## src/rcpp_defines.svh

```systemverilog
// timing counts, defaults and field positions of the configuration port
`ifndef RCPP_DEFINES_SVH
`define RCPP_DEFINES_SVH
// ****************************************
// clock and basic clock cycle
// ****************************************
`define RCPP_CLK_NS 20
`define RCPP_BASIC_CYCLE_NS 2038
`define RCPP_BC_CLKS (`RCPP_BASIC_CYCLE_NS / `RCPP_CLK_NS)
// ****************************************
// pulse lengths in basic clock cycles
// ****************************************
`define RCPP_T1_MIN_BC 13'd16
`define RCPP_T1_SHORT_MAX_BC 13'd5632
`define RCPP_T1_LONG_BC 13'd7936
`define RCPP_T2_BC 13'd8
`define RCPP_T3_BC 13'd8
`define RCPP_T4_BC 13'd8
`define RCPP_T5_BC 13'd32
`define RCPP_T6_BC 13'd64
`define RCPP_T7_BC 13'd8
`define RCPP_T8_BC 13'd8
`define RCPP_T9_BC 13'd32
`define RCPP_RST_BC 13'd256
`define RCPP_RM_HALF_BC 13'd2048
// ****************************************
// configuration word
// ****************************************
`define RCPP_POLL_DEF 15'h0000
`define RCPP_LIMIT_DEF 15'h0a55
`define RCPP_OFF_BIT 14
`define RCPP_ADDR_BIT 13
`define RCPP_LAST_BIT 4'he
`endif

```

## src/rcpp_pkg.sv

```systemverilog
// types of the configuration port
package rcpp_pkg;
   typedef enum logic [3:0] {
      ST_IDLE  = 4'h1,
      ST_DELAY = 4'h2,
      ST_BIT   = 4'h4,
      ST_EQUIV = 4'h8
   } rcpp_state_e;
endpackage : rcpp_pkg

```

## src/rcpp_port.sv

```systemverilog
// power-on reset, reset marker and serial configuration sequencer
`timescale 1ns/10ps
`include "rcpp_defines.svh"

// What this block does
// - supply below threshold raises power-on reset and loads default configuration.
// - power-on reset held a minimum period after supply recovers, then released.
// - power-on reset is also raised at first switch-on.
// - after reset, drive slow 50% square-wave reset marker on the data line.
// - host start pulse clears the marker when it qualifies.
// - after release the device becomes timing master of the line.
// - after programming delay, emit 15 sync low pulses of fixed length.
// - after each sync pulse, wait window delay, then open bit window.
// - host low pulse in window stores 0, otherwise 1.
// - each bit takes one fixed frame; 15 frames run back to back.
// - after last bit, acknowledge low pulse only if word equals addressed register.
// - transfers accepted in sleep and in active receive alike.
// - receive chain enables are low while a transfer runs.
// - bit 14 set makes the transfer an off command back to self-polling.
// - outside reset, start pulse between minimum and 5632 cycles launches transfer.
// - in reset state short start pulses are ignored and marker remains.
// - start pulse above 7936 cycles launches transfer from idle, in reset state or not, but not during power-on reset.
// - long start pulse reloads polling and limit defaults, clears marker.
module rcpp_port (
   // clock and reset
   input wire logic clk_in,
   input wire logic nrst_in,
   // supply comparator and open-drain data pin
   input wire logic supply_ok_in,
   input wire logic data_in,
   output logic data_out,
   output logic data_oe_out,
   // configuration and status
   output logic [14:0] poll_cfg_out,
   output logic [14:0] limit_cfg_out,
   output logic [4:0] rx_chain_en_out,
   output logic self_poll_out,
   output logic por_out,
   output logic marker_out
);
   // ****************************************
   // synchronisers and basic clock tick
   // ****************************************
   logic d_meta_ff, d_sync_ff, d_prev_ff, s_meta_ff, s_sync_ff, tick_ff, nxt_tick;
   logic [7:0] div_ff, nxt_div;

   always_comb begin
      nxt_div = div_ff + 8'h01;
      nxt_tick = 1'b0;
      if (div_ff == 8'(`RCPP_BC_CLKS - 1)) begin
         nxt_div = 8'h00;
         nxt_tick = 1'b1;
      end
   end

   always_ff @(posedge clk_in) begin
      if (!nrst_in) begin
         d_meta_ff <= 1'b1;
         d_sync_ff <= 1'b1;
         d_prev_ff <= 1'b1;
         s_meta_ff <= 1'b0;
         s_sync_ff <= 1'b0;
         div_ff <= 8'h00;
         tick_ff <= 1'b0;
      end else begin
         d_meta_ff <= data_in;
         d_sync_ff <= d_meta_ff;
         d_prev_ff <= d_sync_ff;
         s_meta_ff <= supply_ok_in;
         s_sync_ff <= s_meta_ff;
         div_ff <= nxt_div;
         tick_ff <= nxt_tick;
      end
   end

   // ****************************************
   // power-on reset and reset marker
   // ****************************************
   logic por_ff, marker_ff, rm_lvl_ff, nxt_por, nxt_marker, nxt_rm_lvl, clear_marker;
   logic [12:0] rst_cnt_ff, rm_cnt_ff, nxt_rst_cnt, nxt_rm_cnt;

   always_comb begin
      nxt_por = por_ff;
      nxt_rst_cnt = rst_cnt_ff;
      nxt_marker = marker_ff;
      nxt_rm_lvl = rm_lvl_ff;
      nxt_rm_cnt = rm_cnt_ff;
      if (!s_sync_ff) begin
         nxt_por = 1'b1;
         nxt_rst_cnt = 13'h0000;
         nxt_marker = 1'b1;
      end else if (por_ff && tick_ff) begin
         // release only after the full period with supply good
         if (rst_cnt_ff >= `RCPP_RST_BC - 13'd1) begin
            nxt_por = 1'b0;
         end else begin
            nxt_rst_cnt = rst_cnt_ff + 13'd1;
         end
      end
      if (clear_marker) begin
         nxt_marker = 1'b0;
      end
      if (tick_ff) begin
         if (rm_cnt_ff >= `RCPP_RM_HALF_BC - 13'd1) begin
            nxt_rm_cnt = 13'h0000;
            nxt_rm_lvl = ~rm_lvl_ff;
         end else begin
            nxt_rm_cnt = rm_cnt_ff + 13'd1;
         end
      end
   end

   always_ff @(posedge clk_in) begin
      if (!nrst_in) begin
         por_ff <= 1'b1;
         rst_cnt_ff <= 13'h0000;
         marker_ff <= 1'b1;
         rm_lvl_ff <= 1'b0;
         rm_cnt_ff <= 13'h0000;
      end else begin
         por_ff <= nxt_por;
         rst_cnt_ff <= nxt_rst_cnt;
         marker_ff <= nxt_marker;
         rm_lvl_ff <= nxt_rm_lvl;
         rm_cnt_ff <= nxt_rm_cnt;
      end
   end

   // ****************************************
   // start pulse, sequencer and registers
   // ****************************************
   rcpp_pkg::rcpp_state_e st_ff, nxt_st;
   logic [12:0] low_cnt_ff, cnt_ff, zlow_ff, nxt_low_cnt, nxt_cnt, nxt_zlow;
   logic [3:0] idx_ff, nxt_idx;
   logic [14:0] word_ff, poll_ff, limit_ff, nxt_word, nxt_poll, nxt_limit, new_word;
   logic zero_ff, eq_ff, oe_ff, self_poll_ff, nxt_zero, nxt_eq, nxt_oe, nxt_self_poll;
   logic [4:0] rx_en_ff, nxt_rx_en;
   logic release_edge, go_long, go_short, in_window, frame_end;

   assign release_edge = !d_prev_ff && d_sync_ff;
   // own marker lows are shorter than the long threshold, so they never launch
   assign go_long = release_edge && low_cnt_ff > `RCPP_T1_LONG_BC;
   assign go_short = release_edge && !marker_ff && low_cnt_ff > `RCPP_T1_MIN_BC
      && low_cnt_ff < `RCPP_T1_SHORT_MAX_BC;
   // a brown-out in the same cycle keeps the marker set
   assign clear_marker = st_ff == rcpp_pkg::ST_IDLE && !por_ff && s_sync_ff && go_long;
   assign in_window = cnt_ff >= `RCPP_T3_BC + `RCPP_T4_BC
      && cnt_ff < `RCPP_T3_BC + `RCPP_T4_BC + `RCPP_T5_BC;
   assign frame_end = tick_ff && cnt_ff == `RCPP_T6_BC - 13'd1;
   assign new_word = {word_ff[13:0], ~zero_ff};

   always_comb begin
      nxt_st = st_ff;
      nxt_cnt = cnt_ff;
      nxt_idx = idx_ff;
      nxt_word = word_ff;
      nxt_zlow = zlow_ff;
      nxt_zero = zero_ff;
      nxt_eq = eq_ff;
      nxt_poll = poll_ff;
      nxt_limit = limit_ff;
      nxt_self_poll = self_poll_ff;
      nxt_oe = 1'b0;
      nxt_low_cnt = 13'h0000;
      if (!d_sync_ff) begin
         nxt_low_cnt = low_cnt_ff;
         if (tick_ff && low_cnt_ff != 13'h1fff) begin
            nxt_low_cnt = low_cnt_ff + 13'd1;
         end
      end
      if (tick_ff && st_ff != rcpp_pkg::ST_IDLE) begin
         nxt_cnt = cnt_ff + 13'd1;
      end
      case (st_ff)
         rcpp_pkg::ST_IDLE: begin
            nxt_oe = marker_ff && rm_lvl_ff && !por_ff;
            // launch regardless of sleep or active receive
            if (!por_ff && (go_long || go_short)) begin
               nxt_st = rcpp_pkg::ST_DELAY;
               nxt_cnt = 13'h0000;
               if (go_long) begin
                  nxt_poll = `RCPP_POLL_DEF;
                  nxt_limit = `RCPP_LIMIT_DEF;
               end
            end
         end
         rcpp_pkg::ST_DELAY: begin
            if (tick_ff && cnt_ff == `RCPP_T2_BC - 13'd1) begin
               nxt_st = rcpp_pkg::ST_BIT;
               nxt_cnt = 13'h0000;
               nxt_idx = 4'h0;
               nxt_zero = 1'b0;
               nxt_zlow = 13'h0000;
            end
         end
         rcpp_pkg::ST_BIT: begin
            nxt_oe = cnt_ff < `RCPP_T3_BC;
            if (tick_ff && in_window) begin
               nxt_zlow = d_sync_ff ? 13'h0000 : zlow_ff + 13'd1;
               if (!d_sync_ff && zlow_ff >= `RCPP_T7_BC - 13'd1) begin
                  nxt_zero = 1'b1;
               end
            end
            if (frame_end) begin
               nxt_word = new_word;
               nxt_cnt = 13'h0000;
               nxt_zero = 1'b0;
               nxt_zlow = 13'h0000;
               nxt_idx = idx_ff + 4'h1;
               if (idx_ff == `RCPP_LAST_BIT) begin
                  nxt_st = rcpp_pkg::ST_EQUIV;
                  nxt_eq = new_word == (new_word[`RCPP_ADDR_BIT] ? limit_ff : poll_ff);
               end
            end
         end
         rcpp_pkg::ST_EQUIV: begin
            nxt_oe = eq_ff && cnt_ff < `RCPP_T8_BC;
            if (tick_ff && cnt_ff == `RCPP_T9_BC - 13'd1) begin
               nxt_st = rcpp_pkg::ST_IDLE;
               if (word_ff[`RCPP_OFF_BIT]) begin
                  nxt_self_poll = 1'b1;
               end else begin
                  nxt_self_poll = 1'b0;
                  if (word_ff[`RCPP_ADDR_BIT]) begin
                     nxt_limit = word_ff;
                  end else begin
                     nxt_poll = word_ff;
                  end
               end
            end
         end
         default: begin
            nxt_st = rcpp_pkg::ST_IDLE;
         end
      endcase
      if (!s_sync_ff || por_ff) begin
         // brown-out aborts any transfer and restores defaults
         if (!s_sync_ff) begin
            nxt_poll = `RCPP_POLL_DEF;
            nxt_limit = `RCPP_LIMIT_DEF;
            nxt_self_poll = 1'b0;
         end
         nxt_st = rcpp_pkg::ST_IDLE;
         nxt_oe = 1'b0;
      end
      nxt_rx_en = (nxt_st == rcpp_pkg::ST_IDLE && !nxt_por) ? 5'h1f : 5'h00;
   end

   always_ff @(posedge clk_in) begin
      if (!nrst_in) begin
         st_ff <= rcpp_pkg::ST_IDLE;
         low_cnt_ff <= 13'h0000;
         cnt_ff <= 13'h0000;
         zlow_ff <= 13'h0000;
         idx_ff <= 4'h0;
         word_ff <= 15'h0000;
         poll_ff <= `RCPP_POLL_DEF;
         limit_ff <= `RCPP_LIMIT_DEF;
         zero_ff <= 1'b0;
         eq_ff <= 1'b0;
         oe_ff <= 1'b0;
         self_poll_ff <= 1'b0;
         rx_en_ff <= 5'h00;
      end else begin
         st_ff <= nxt_st;
         low_cnt_ff <= nxt_low_cnt;
         cnt_ff <= nxt_cnt;
         zlow_ff <= nxt_zlow;
         idx_ff <= nxt_idx;
         word_ff <= nxt_word;
         poll_ff <= nxt_poll;
         limit_ff <= nxt_limit;
         zero_ff <= nxt_zero;
         eq_ff <= nxt_eq;
         oe_ff <= nxt_oe;
         self_poll_ff <= nxt_self_poll;
         rx_en_ff <= nxt_rx_en;
      end
   end

   assign data_out = 1'b0;
   assign data_oe_out = oe_ff;
   assign poll_cfg_out = poll_ff;
   assign limit_cfg_out = limit_ff;
   assign rx_chain_en_out = rx_en_ff;
   assign self_poll_out = self_poll_ff;
   assign por_out = por_ff;
   assign marker_out = marker_ff;
endmodule : rcpp_port

```

## config.mk

```make
export PLATFORM = sky130hd
export DESIGN_NAME = rcpp_port
export DESIGN_NICKNAME = d
export VERILOG_FILES = /design/src/rcpp_pkg.sv /design/src/rcpp_port.sv
export VERILOG_INCLUDE_DIRS = /design/src
export SDC_FILE = /design/constraint.sdc
export NUM_CORES = 1
export LEC_CHECK = 0
export ABC_AREA = 1
export BUFFER_PORTS_ARGS = -buffer_cell sky130_fd_sc_hd__clkbuf_2
export CORE_MARGIN = 4
export CORE_UTILIZATION = 57
export CTS_BUF_LIST = sky130_fd_sc_hd__clkbuf_4
export DETAILED_ROUTE_END_ITERATION = 6
export GPL_TIMING_DRIVEN = 1
export PLACE_DENSITY_LB_ADDON = 0.08
export SETUP_SLACK_MARGIN = 0.15
export SYNTH_ARGS = -nofsm -noshare
export SYNTH_HDL_FRONTEND = slang
export SYNTH_SLANG_ARGS = --single-unit
```

## constraint.sdc

```tcl
create_clock -name clk_in -period 1.6 [get_ports clk_in]
set_input_delay 0.08 -clock clk_in [delete_from_list [all_inputs] [get_ports clk_in]]
set_output_delay 0.08 -clock clk_in [all_outputs]
set_load 0.02 [all_outputs]
```

Word level (Yosys, flattened, before mapping). Index checks and enable logic that the tools add are counted.

Bits in registers: 144. Latch bits: 0. Memory bits (writable): 0. Bits in read-only memories: 0. Bits of input ports: 4. Output and inout bits: 40. Memories kept: 0.

Add/sub/neg operators: 7. $mul: 0. Div/mod/pow operators: 0. $lt $le $gt $ge: 9. Eq/ne operators: 18. Shift operators: 0. Multiplexer cells: 56. Bitwise gates (word level): 4. Reduce and logical (&&, ||, !) cells: 42.

Operators with widths (number): $mux 15 (15); $mux 13 (9); $add 13x1->13 const B (5); $pmux 15 s2 (2); $pmux 13 s3 (1); $mux 4 (8); $pmux 13 s2 (1); $logic_and 1x1->1 (22); $pmux 4 s4 (1); $eq 15x15->1 (1); $mux 1 (15); $eq 13x3->1 const B (1); $eq 13x5->1 const B (1); $eq 13x6->1 const B (1); $ge 13x11->1 const B (1); $ge 13x3->1 const B (1); $ge 13x5->1 const B (1); $ge 13x8->1 const B (1); $gt 13x13->1 const B (1); $gt 13x5->1 const B (1); $lt 13x13->1 const B (1); $lt 13x4->1 const B (1); $lt 13x6->1 const B (1); $ne 13x13->1 const B (1); 23 further kinds (43).

Depth between registers and ports, before layout.
Depth after elaboration: 13. Depth in mapped cells: 13.

Worst setup path before layout. Ideal clock, no wire load.

Path type: register to register. Start point: reg cnt_ff[0]. End point: reg cnt_ff[10]. Arrival: 1481 ps. Data required time: 1486 ps. Path slack: 5 ps. Cell stages (with the launch flop): 14. Buffers on the path: 1. Period minus slack after synthesis: 1595 ps. Path through: dfxtp_1 ha_1 nand2_1 inv_1 nand2_1 nor2_4 nand2_2 nand2_1 nand2_1 nor2_1 nand2_1 nand2_1 buf_4 nor2_1.

Longest elaborated chain between the ends: 4. Elaborated cells on any way between the ends: 10.

Ends and longest elaborated chain: from (decl) (RTL line rcpp_port.sv:133) `logic [12:0] low_cnt_ff, cnt_ff, zlow_ff, nxt_low_cnt, nxt_cnt, nxt_zlow;`; from (signal assigned) (RTL line rcpp_port.sv:267) `cnt_ff <= nxt_cnt;`; $add 13x1->13 (tied with other cells) (RTL line rcpp_port.sv:172) `nxt_cnt = cnt_ff + 13'd1;`; $mux 13 (tied with other cells) (RTL line rcpp_port.sv:171) `if (tick_ff && st_ff != rcpp_pkg::ST_IDLE) begin`; $mux 13 (on tied branches) (RTL line rcpp_port.sv:204, rcpp_port.sv:178, rcpp_port.sv:188); $pmux 13 s3 (*) (RTL line rcpp_port.sv:174) `case (st_ff)`.

Mark *: on every way between the ends. The rest lies on a longest branch, timed or not. A chain may end at the register's enable or synchronous reset.

Worst setup path after layout.
Start point: reg cnt_ff[0]. End point: reg poll_ff[1], in the netlist poll_cfg_out[1].

Longest elaborated chain between the ends: 6.

Ends and longest elaborated chain: $eq 13x5->1 (*) (RTL line rcpp_port.sv:218) `` if (tick_ff && cnt_ff == `RCPP_T9_BC - 13'd1) begin ``; $logic_and 1x1->1 (*) (RTL line rcpp_port.sv:218); $mux 15 (*) (RTL line rcpp_port.sv:218); $pmux 15 s2 (*) (RTL line rcpp_port.sv:174); $mux 15 (RTL line rcpp_port.sv:238) `if (!s_sync_ff) begin`; $mux 15 (*) (RTL line rcpp_port.sv:236) `if (!s_sync_ff || por_ff) begin`; to (signal assigned) (RTL line rcpp_port.sv:257) `` poll_ff <= `RCPP_POLL_DEF; ``; to (signal assigned) (RTL line rcpp_port.sv:271) `poll_ff <= nxt_poll;`; to (decl) (RTL line rcpp_port.sv:135) `logic [14:0] word_ff, poll_ff, limit_ff, nxt_word, nxt_poll, nxt_limit, new_word;`.

Marked as above.

==> results_dict.tcl <==
set metrics [dict create \
    outcome "finished, violations left" \
    stdcell_count 1352 \
    io_buffer_count 42 \
    required_ns 2.09 \
    irDropWorstVdd_v 0.0004948 \
    finalSetupViolCount 25 \
    synthTopCellsByArea "dfxtp_1, nand2_1, nor2_1" \
    utilization 0.7469 \
    end_kind "flop" \
    antenna_left 0 \
    drv_cap 0 \
    synth_edf_count 0 \
    startpoint_type "flop" \
    fin_crit_sh 1.033 \
    criticalPathCategory "flop to flop" \
    rsz0062_at_grt "yes" \
    nets 1188 \
    hold_violations 0 \
    min_path_type "input pin to flop" \
    area_delta_synth_final_pct 27.45 \
    total_leakage_power_uw 0.003711 \
    vias 7096 \
    violations "design-rule violations, negative setup slack" \
    layout-drive-gt1-share 0.2866 \
    total_power_uw 5471 \
    place_congestion 0.8786 \
    yosysMostFrequentCell "nand2_1" \
    tritoncts "yes" \
    fin_worst_skew_ns 0.01815 \
    wl_um 18450 \
    syn_area_per_cell_um2 6.734 \
    fill_cells 958 \
    cp_max_fo 6 \
    cts_buffer_depth 2 \
    hold_depth 3 \
    coreArea_um2 12110 \
    drt_first_pass_iters 7 \
    async_reset_ff_frac 0 \
    start_util 0.5861 \
    synthCells 1054 \
    ys_seq_elements 140 \
    synth_top_cells_by_count "nand2_1, nor2_1, dfxtp_1" \
    cts_buffers 17 \
    ys_dominant_reg_cell "dfxtp_1" \
    ys_types 41 \
    slew_violations 0 \
    wl_per_cell_um 13.65 \
    path_clk_slew_ns 0.11 \
    power_density_nw_per_um2 604.8 \
    place_hpwl_um 12060 \
    reg2reg_depth 10 \
    die_w_um 119.6 \
    overflow 0 \
    htreeDepth 4 \
    cp.arrival_ns 2.14 \
    insertion_delay_ns 0.55 \
    grt_max_degree 31 \
    routed_via_density 5.249 \
    syn-num-nets 1069 \
    grt_usage 0.2453 \
    pin_count 44 \
    dp.cells 1295 \
    drc 1 \
    first_iter_violations 564 \
    antenna_found_initial 1 \
    grt_pass1_vias 6244 \
    fmax_ghz 0.6052 \
    dp_slack_ns -0.02758 \
    rows 40 \
    grt_pass1_wl_um 29050 \
    synth.top_cell.area_share 0.3949 \
    seq_area_frac_synth 0.3949 \
    synth.largest_area_cell "dfxtp_1" \
    cts_root_buffer "clkbuf_4" \
    yosys_warnings 0 \
    syn_area_um2 7098 \
    die_h_um 119.6 \
    fin_crit_ns 1.652 \
    die_area_um2 14300 \
    cts_num_sinks 140 \
    final.setup.worst_slack_ns -0.05241 \
]
[where the power goes]
group | leakage (µW) | total (µW) | internal, µW | switching, µW
clock | 0.000125 | 1850 | 692 | 1160
sequential | 0.00114 | 3500 | 3490 | 7.81
combinational | 0.00244 | 124 | 43.4 | 80.8
[area by class of cell]
cell class / instances / area [µm²] / share of cell area
flip-flops and latches: 140 / 2846 / 0.3147
well taps: 168 / 210.2 / 0.02324
clock inverters: 5 / 22.52 / 0.002490
inverters: 129 / 499.2 / 0.05519
repair buffers: 130 / 1044 / 0.1154
diodes: 1 / 2.502 / 0.0002766
clock buffers: 24 / 180.2 / 0.01992
multi-input cells: 755 / 4242 / 0.4689
[critical path: stages, from the launching register on]
cell and delay (ns):
dfxtp_4 0.37, ha_4 0.14, nand2_4 0.07, nor2_4 0.10, nand2_2 0.07, nor2_4 0.15
nand4_4 0.12, nor2_4 0.20, clkbuf_16 0.19, nand2_1 0.05, a21oi_1 0.13
[placed cells by master, fill, tap and decap left out, types with 22 or more instances in the layout]
cell,count
clkbuf_4,24
nand2_1,245
nor2_1,123
dfxtp_2,26
nand2_2,28
nand3_1,81
a21oi_1,48
inv_1,110
buf_4,64
dfxtp_1,111
clkbuf_2,42
nand4_1,22
[kinds of logic after synthesis]
group                      share of synthesized area
DFF                                           0.3949
and+or+nand+nor                               0.3781
xor gates and xnor gates                     0.02715
other                                      0.0005283
AOI/OAI and AO/OA                            0.08444
buffers and inverters                        0.09554
adders and majority gates                    0.01939
[per-layer routing]
metal | share of wire | vias up | track usage
met5 | 0 | - | 0
met4 | 0.019 | 0 | 0.06872
met3 | 0.056 | 32 | 0.05042
met2 | 0.47 | 201 | 0.3990
met1 | 0.45 | 3271 | 0.3316
li1 | - | 3592 | -
[final timing paths]
kind	from	endpoint	slack, ns
max	cnt_ff[0]	poll_cfg_out[1]	-0.05
min	data_in	d_meta_ff	0.26
max reg2reg	cnt_ff[0]	poll_cfg_out[1]	-0.05
min reg2reg	d_meta_ff	d_sync_ff	0.44
[flip-flops by register name, indices dropped and copies added, names as in the netlist, 4 cells and up]
signal	flops
poll_cfg_out	15
rm_cnt_ff	13
div_ff	8
cnt_ff	13
idx_ff	4
limit_cfg_out	15
zlow_ff	13
low_cnt_ff	13
word_ff	15
rst_cnt_ff	13
st_ff	4
[through the flow]
step | hold slack, ns | setup TNS, ns | instance area [µm²]
2_1_floorplan | 0.1776 | 0 | 7129
3_3_place_gp | 0.2645 | 0 | 7851
3_5_place_dp | 0.2675 | -0.2527 | 7851
4_1_cts | 0.2331 | 0 | 8397
5_1_grt | 0.2241 | -3.623 | 9046
6_report | 0.2617 | -0.5393 | 9046
[what timing repair did]
| item | CTS | global route |
|---|---|---|
| hold endpoints to repair | 8 | 0 |
| pin swaps | 13 | 51 |
| hold buffers | 3 | 0 |
| setup buffers | 6 | 12 |
| resized for setup | 73 | 149 |
| gates cloned | 3 | 3 |
| endpoints found under the setup margin | 103 | 114 |
(Power assumes the default switching activity.)
